$ cat src/hw/obc_pkg.sv
// package for the output buffer configuration register bank
package obc_pkg;

	// ****************************************************************
	// register map and widths
	// ****************************************************************
	localparam int OBC_AW = 8;
	localparam int OBC_DW = 16;
	localparam logic [7:0] OBC_OFS_LEVEL_A = 8'h04;
	localparam logic [7:0] OBC_OFS_LEVEL_B = 8'h05;
	localparam logic [7:0] OBC_OFS_FRAME_CM = 8'h06;

	// ****************************************************************
	// reset values and writable masks
	// ****************************************************************
	localparam logic [15:0] OBC_RST_LEVEL_A = 16'h360f;
	localparam logic [15:0] OBC_RST_LEVEL_B = 16'h4936;
	localparam logic [15:0] OBC_RST_FRAME_CM = 16'h36d6;
	localparam logic [15:0] OBC_MASK_LEVEL_A = 16'h3fff;
	localparam logic [15:0] OBC_MASK_LEVEL_B = 16'h7fff;
	localparam logic [15:0] OBC_MASK_FRAME_CM = 16'hffff;

	// ****************************************************************
	// field positions
	// ****************************************************************
	localparam int OBC_HF_ON_LSB = 0;
	localparam int OBC_FRAME_ON_LSB = 4;
	localparam int OBC_HF0_LVL_LSB = 8;
	localparam int OBC_HF1_LVL_LSB = 11;
	localparam int OBC_HF2_LVL_LSB = 0;
	localparam int OBC_HF3_LVL_LSB = 3;
	localparam int OBC_FR0_LVL_LSB = 6;
	localparam int OBC_FR1_LVL_LSB = 9;
	localparam int OBC_FR2_LVL_LSB = 12;
	localparam int OBC_FR3_LVL_LSB = 0;
	localparam int OBC_FR0_CM_LSB = 3;
	localparam int OBC_FR1_CM_LSB = 6;
	localparam int OBC_FR2_CM_LSB = 9;
	localparam int OBC_FR3_CM_LSB = 12;
	localparam int OBC_FABRIC_ON_BIT = 15;

	// settings handed to the analog drivers
	typedef struct packed {
		logic [3:0] hf_on;
		logic [3:0] frame_on;
		logic [3:0][2:0] hf_level;
		logic [3:0][2:0] frame_level;
		logic [3:0][2:0] frame_cm;
		logic fabric_on;
	} obc_drv_t;

endpackage

$ cat src/hw/obc_regs.sv
// output buffer configuration register bank with driver setting outputs
`timescale 1ns/1ps
`default_nettype none

// Overview of operation
// four clock buffer enables sit in bits 3:0 at 0x4 and reset to one.
// four frame buffer enables sit in bits 7:4 at 0x4 and reset to zero.
// each clock output has a 3-bit level resetting to 6 at 0x4 and 0x5.
// each frame output has a 3-bit level at 0x5 and 0x6, resetting to 4 except frame 3 at 6.
// each frame output has a 3-bit common-mode field at 0x6, resetting to 3 except frame 0 at 2.
// bit 15 at 0x6 enables the fabric clock buffer and resets to zero.
// software picks frame level and common mode together to stay in limits.
// the words reset to 0x360f, 0x4936 and 0x36d6.
// unused upper bits read zero and ignore writes; fields hold until written or reset.
module obc_regs
	import obc_pkg::*;
(
	// clock and reset
	input wire logic clk,
	input wire logic sys_rst,
	// register port
	input wire logic [OBC_AW-1:0] reg_addr,
	input wire logic [OBC_DW-1:0] reg_wdata,
	input wire logic reg_wr,
	input wire logic reg_rd,
	output logic [OBC_DW-1:0] reg_rdata,
	// driver settings
	output obc_drv_t drv
);

	// ****************************************************************
	// storage
	// ****************************************************************
	logic [15:0] level_a_r;
	logic [15:0] level_b_r;
	logic [15:0] frame_cm_r;
	logic [15:0] rdata_r;
	obc_drv_t drv_r;

	function automatic logic [15:0] merge(input logic [15:0] old, input logic [15:0] wd,
		input logic [15:0] mask);
		merge = (old & ~mask) | (wd & mask);
	endfunction

	wire sel_a = reg_addr == OBC_OFS_LEVEL_A;
	wire sel_b = reg_addr == OBC_OFS_LEVEL_B;
	wire sel_c = reg_addr == OBC_OFS_FRAME_CM;
	wire [15:0] level_a_nxt = (reg_wr && sel_a) ?
		merge(level_a_r, reg_wdata, OBC_MASK_LEVEL_A) : level_a_r;
	wire [15:0] level_b_nxt = (reg_wr && sel_b) ?
		merge(level_b_r, reg_wdata, OBC_MASK_LEVEL_B) : level_b_r;
	wire [15:0] frame_cm_nxt = (reg_wr && sel_c) ?
		merge(frame_cm_r, reg_wdata, OBC_MASK_FRAME_CM) : frame_cm_r;
	// unmapped addresses read as zero
	wire [15:0] rd_sel = sel_a ? level_a_r : sel_b ? level_b_r : sel_c ? frame_cm_r : 16'h0000;
	wire [15:0] rdata_nxt = reg_rd ? rd_sel : 16'h0000;

	always_ff @(posedge clk) begin
		if (sys_rst) begin
			level_a_r <= OBC_RST_LEVEL_A;
			level_b_r <= OBC_RST_LEVEL_B;
			frame_cm_r <= OBC_RST_FRAME_CM;
			rdata_r <= 16'h0000;
		end else begin
			level_a_r <= level_a_nxt;
			level_b_r <= level_b_nxt;
			frame_cm_r <= frame_cm_nxt;
			rdata_r <= rdata_nxt;
		end
	end

	// ****************************************************************
	// field extraction toward the drivers
	// ****************************************************************
	// one decoder serves the live path and the reset value, so the drivers
	// leave reset with the same settings that the registers hold
	function automatic obc_drv_t decode_drv(input logic [15:0] wa, input logic [15:0] wb,
		input logic [15:0] wc);
		obc_drv_t d;
		d.hf_on = wa[OBC_HF_ON_LSB +: 4];
		d.frame_on = wa[OBC_FRAME_ON_LSB +: 4];
		d.hf_level[0] = wa[OBC_HF0_LVL_LSB +: 3];
		d.hf_level[1] = wa[OBC_HF1_LVL_LSB +: 3];
		d.hf_level[2] = wb[OBC_HF2_LVL_LSB +: 3];
		d.hf_level[3] = wb[OBC_HF3_LVL_LSB +: 3];
		d.frame_level[0] = wb[OBC_FR0_LVL_LSB +: 3];
		d.frame_level[1] = wb[OBC_FR1_LVL_LSB +: 3];
		d.frame_level[2] = wb[OBC_FR2_LVL_LSB +: 3];
		d.frame_level[3] = wc[OBC_FR3_LVL_LSB +: 3];
		// level and common mode are passed as written, no limit check: see
		d.frame_cm[0] = wc[OBC_FR0_CM_LSB +: 3];
		d.frame_cm[1] = wc[OBC_FR1_CM_LSB +: 3];
		d.frame_cm[2] = wc[OBC_FR2_CM_LSB +: 3];
		d.frame_cm[3] = wc[OBC_FR3_CM_LSB +: 3];
		d.fabric_on = wc[OBC_FABRIC_ON_BIT];
		return d;
	endfunction

	// settings are registered once more so every output leaves a flip-flop;
	// the drivers therefore see a write one cycle after the register does
	obc_drv_t drv_nxt;
	assign drv_nxt = decode_drv(level_a_r, level_b_r, frame_cm_r);

	always_ff @(posedge clk) begin
		if (sys_rst) begin
			drv_r <= decode_drv(OBC_RST_LEVEL_A, OBC_RST_LEVEL_B, OBC_RST_FRAME_CM);
		end else begin
			drv_r <= drv_nxt;
		end
	end

	assign reg_rdata = rdata_r;
	assign drv = drv_r;
endmodule
`default_nettype wire

$ cat config.mk
export PLATFORM = sky130hd
export DESIGN_NAME = obc_regs
export DESIGN_NICKNAME = d
export VERILOG_FILES = /design/src/hw/obc_pkg.sv /design/src/hw/obc_regs.sv
export SDC_FILE = /design/constraint.sdc
export NUM_CORES = 1
export LEC_CHECK = 0
export BUFFER_PORTS_ARGS = -buffer_cell sky130_fd_sc_hd__buf_2
export CORE_ASPECT_RATIO = 0.8
export CORE_UTILIZATION = 53
export CTS_CLUSTER_DIAMETER = 200
export DETAILED_ROUTE_END_ITERATION = 12
export PLACE_DENSITY = 0.79
export REMOVE_ABC_BUFFERS = 1
export SLEW_MARGIN = 25
export SYNTH_ARGS = -nofsm -noshare
export SYNTH_HDL_FRONTEND = slang
export SYNTH_SLANG_ARGS = --single-unit
$ cat constraint.sdc
create_clock -name clk -period 3.4 [get_ports clk]
set_input_delay 0.17 -clock clk [delete_from_list [all_inputs] [get_ports clk]]
set_output_delay 0.17 -clock clk [all_outputs]
set_load 0.02 [all_outputs]
==> Word level (Yosys, flattened, before mapping) <==
Cells that the tools add are included.
{ "classes": {"mux": 3, "n_bitwise": 3, "n_eq_ne": 3, "n_reduce_logical": 4} }
{ "op_table": {"columns": ["operator", "count"], "rows": [
  ["$mux W16", 3],
  ["$eq A8 B3 Y1 const B", 3],
  ["$or A16 B14 Y16", 1],
  ["$or A16 B15 Y16", 1],
  ["$logic_and A1 B1 Y1", 3],
  ["$reduce_or A2 Y1", 1],
  ["$not A1 Y1", 1]
]} }
{ "totals": {"register_bits": 109, "inputBits": 28, "output_inout_bits": 61} }

==> Logic depth before layout (Yosys ltp) <==
{ "depth": {"word_depth": 4, "mapped_depth": 6, "mapped_depth_nobuf": 3} }

==> Worst setup path after synthesis <==
Ideal clock, no wire load.
{ "synth_path": {"kind": "in2reg", "from": "in reg_addr[3]", "to": "reg frame_cm_r[10]", "path_stages": 4, "slack_ns": 2.107, "t_arrival_ns": 1.166, "setup_ns": 0.126, "path_buffers": 1, "cell_sequence": "nor4b_4 > nand4_4 > buf_2 > mux2i_1"} }
{ "synth_between": {"elab_chain_len": 2} }
{ "synth_lines": {"columns": ["item", "line", "rtl"], "rows": [
  ["start, declared", "obc_regs.sv:22", "input wire logic [OBC_AW-1:0] reg_addr,"],
  ["$eq A8 B3 Y1", "obc_regs.sv:47", "wire sel_c = reg_addr == OBC_OFS_FRAME_CM;"],
  ["$logic_and A1 B1 Y1", "obc_regs.sv:52", "wire [15:0] frame_cm_nxt = (reg_wr && sel_c) ?"],
  ["end signal, assigned", "obc_regs.sv:67", "frame_cm_r <= frame_cm_nxt;"],
  ["end, declared", "obc_regs.sv:36", "logic [15:0] frame_cm_r;"]
]} }
Every way passes these cells.
A chain may end at the register's enable or synchronous reset.

==> Worst setup path in the final report <==
{ "layout_path": {"from": "in reg_addr[0]", "to": "reg level_b_r[12]"} }
{ "layout_between": {"elab_chain_len": 2} }
{ "layout_lines": {"columns": ["item", "line", "rtl"], "rows": [
  ["$eq A8 B3 Y1", "obc_regs.sv:46", "wire sel_b = reg_addr == OBC_OFS_LEVEL_B;"],
  ["$logic_and A1 B1 Y1", "obc_regs.sv:50", "wire [15:0] level_b_nxt = (reg_wr && sel_b) ?"],
  ["end signal, assigned", "obc_regs.sv:66", "level_b_r <= level_b_nxt;"],
  ["end, declared", "obc_regs.sv:35", "logic [15:0] level_b_r;"]
]} }
Every way passes these cells.

==> summary.txt <==
Antenna Cells -> 0
Initial antenna violation count -> 0
Post-CTS sizing -> 0
Vias -> 2433
Critical path launch point type -> primary input
Post-DRT Antenna Nets -> 0
Clock Latency Late Sink -> 0.36 ns
Maximum vdd drop -> 0.000287 V
Total global routing overflow -> 0
Die area -> 7140 um2
Seq cells post-synth -> 106
DRC marker count from the first detailed-route iteration -> 92
Ys async rst share -> 0%
Total track usage -> 20.9%
I/O pins -> 89
Clock-pin slew on the worst setup and hold paths -> 0.10 ns
Mapped Cells -> 336
Leak Pwr -> 2.23 nW
CTS tree -> built
CTS Buf Count -> 9
DR pass1 iterations -> 4
Fmax -> 588 MHz
Min-Delay Path Class -> primary input to flip-flop
First-pass GRT wire length -> 10800 um
Nets -> 447
Yosys cell types -> 19
Dpl hpwl -> 4610 um
CTS Root Cell -> clkbuf_8
Core outline area -> 6470 um2
Post-CTS Setup Bufs -> 0
Most instantiated library cell after synthesis -> dfxtp_1
Period utilization -> 50.0%
Synth top area cells -> dfxtp_1, mux2i_1, nor2_1
Die Ht -> 75.8 um
GR met1 Demand/Resource -> 25.9%
Cts hold-fix bufs -> 0
Layout area overhead -> 19.1%
CP required -> 3.65 ns
Chip width -> 94.3 um
Final WL -> 6960 um
Clk_skew -> 0.00772 ns
Post-synth top area share -> 58.8%
Pin count of the biggest net entering global routing -> 75
Setup TNS -> 0 ns
Maximum buffer depth of the clock tree -> 2
Crit path max fanout -> 17
Clock Sinks -> 106
Layout cells sized above 1 -> 27.8%
Via density per instance -> 4.79
Slew Viols, Final -> 0
CP peak stage delay -> 0.58 ns
Crit path kind -> primary input to flip-flop
Row count -> 26
Max-Cap Viols -> 0
RSZ-0062 raised after global routing -> false
Critical path endpoint category -> flip-flop
GP Congestion -> 0.770
Crit path max-delay family -> simple AND/OR/NAND/NOR gates
Htree depth -> 3
Critical-path top delay cell -> nand4_2
CP Cell Sequence -> buf_2 -> nor2b_1 -> nand4_2 -> mux2_2
Synth area leader -> dfxtp_1
WL/cell -> 13.7 um
PwrDens -> 495 nW/um2
Synth Cell Area -> 3610 um2
Worst slew pin tran -> 0.874 ns
WP buf/inv -> 1
Total Power -> 2.13 mW
Busiest grt layer -> met2
Normalized max-slew margin -> 41.5%
Final hold vios -> 0
Initial Utilization -> 55.7%
Ys flop type -> dfxtp_1
GR Util met3 -> 7.49%
Post-synth top cells -> dfxtp_1, nor2_1, mux2i_1
Syn avg cell area -> 10.7 um2
Minimum clock period -> 1.70 ns
Ys Warns -> 0
Final routed DRC violation total -> 0
Sequential area share after synthesis -> 58.8%
Worst path arrival time -> 1.95 ns
Port Buf Inserts -> 88
Vias in the first global route -> 2221
Status -> finished, final reports clean
Number of flops mapped to enable cells by yosys -> 0
Final Setup Violations -> 0
M2 GR Usage -> 34.9%
[cell families (layout without fill, tap and decap cells)]
kind of cell           count (synthesis)  after routing  share of synthesized area (%)
AO/OA/AOI/OAI                         15             15                           3.61
buffers and inverters                 56            144                           6.35
flip-flops                           106            106                           58.8
multiplexers                          59             59                           16.6
AND/OR/NAND/NOR                      100            100                           14.6
[final timing paths]
kind | to | slack, ns | cells after the start | from
worst max-delay path | level_b_r[12]$_SDFFE_PP0P_ | 1.70 | 4 | reg_addr[0]
worst min-delay path | level_b_r[11]$_SDFFE_PP1P_ | 0.08 | 3 | reg_wdata[11]
worst max register to register | reg_rdata[4]$_SDFF_PP0_ | 2.50 | 3 | level_b_r[4]$_SDFFE_PP1P_
worst min register to register | reg_rdata[15]$_SDFF_PP0_ | 0.44 | 2 | frame_cm_r[15]$_SDFFE_PP0P_
[area by class of cell]
cell class                      instances  area, um2
Clock buffer                           12        165
Clock inverter                          4       48.8
Fill cell                             527       2170
Inverter                               38        143
Multi-Input combinational cell        174       1260
Sequential cell                       106       2120
Tap cell                               84        105
Timing Repair Buffer                   90        455
[layer usage]
layer | vias to the layer above | wire length [um]
li1 | 1241 | -
met1 | 1120 | 3290
met2 | 67 | 3220
met3 | 5 | 397
met4 | 0 | 46
met5 | - | 0
[power breakdown]
part,total (mW),switching [mW],internal [mW]
Sequential,1.24,0.000490,1.24
Combinational,0.0928,0.0514,0.0414
Clock,0.795,0.395,0.400
[sequential cells by signal, indices dropped and copies added, names as in the netlist]
| name | cells |
|---|---|
| level_b_r | 15 |
| reg_rdata | 16 |
| frame_cm_r | 16 |
| drv | 45 |
| level_a_r | 14 |
[worst min-delay path: stages]
cell	delay, ns
buf_2	0.08
nor2_1	0.04
mux2i_1	0.11
[layout by cell type, fill, tap and decap left out]
cell type	synthesis	layout
a2bb2oi_1	14	14
clkinv_4	0	1
buf_2	6	88
a22oi_1	1	1
nand2_1	1	1
clkbuf_8	0	12
nor2b_2	0	1
buf_4	1	2
inv_1	38	38
mux2i_1	52	52
nand4_2	2	2
bufinv_16	0	1
nor2_1	57	57
nand4b_1	1	1
nor4b_4	1	1
mux2_2	7	7
nand4_4	1	1
clkinv_2	0	2
nor2b_1	16	15
dfxtp_1	106	106
nand2b_1	21	21
[through the flow]
step | cells | worst slack, ns | utilization [%] | hold slack, ns | instance area [um2]
3_3_place_gp | 492 | 1.35 | 63.1 | 0.413 | 4090
5_1_grt | 508 | 1.61 | 66.4 | 0.0739 | 4300
6_report | 508 | 1.70 | 66.4 | 0.0752 | 4300
2_1_floorplan | 318 | 1.67 | - | 0.250 | 3520
4_1_cts | 508 | 1.69 | 66.4 | 0.0560 | 4300
3_5_place_dp | 492 | 1.30 | 63.1 | 0.430 | 4090
Power figures use the tool's default switching activity.
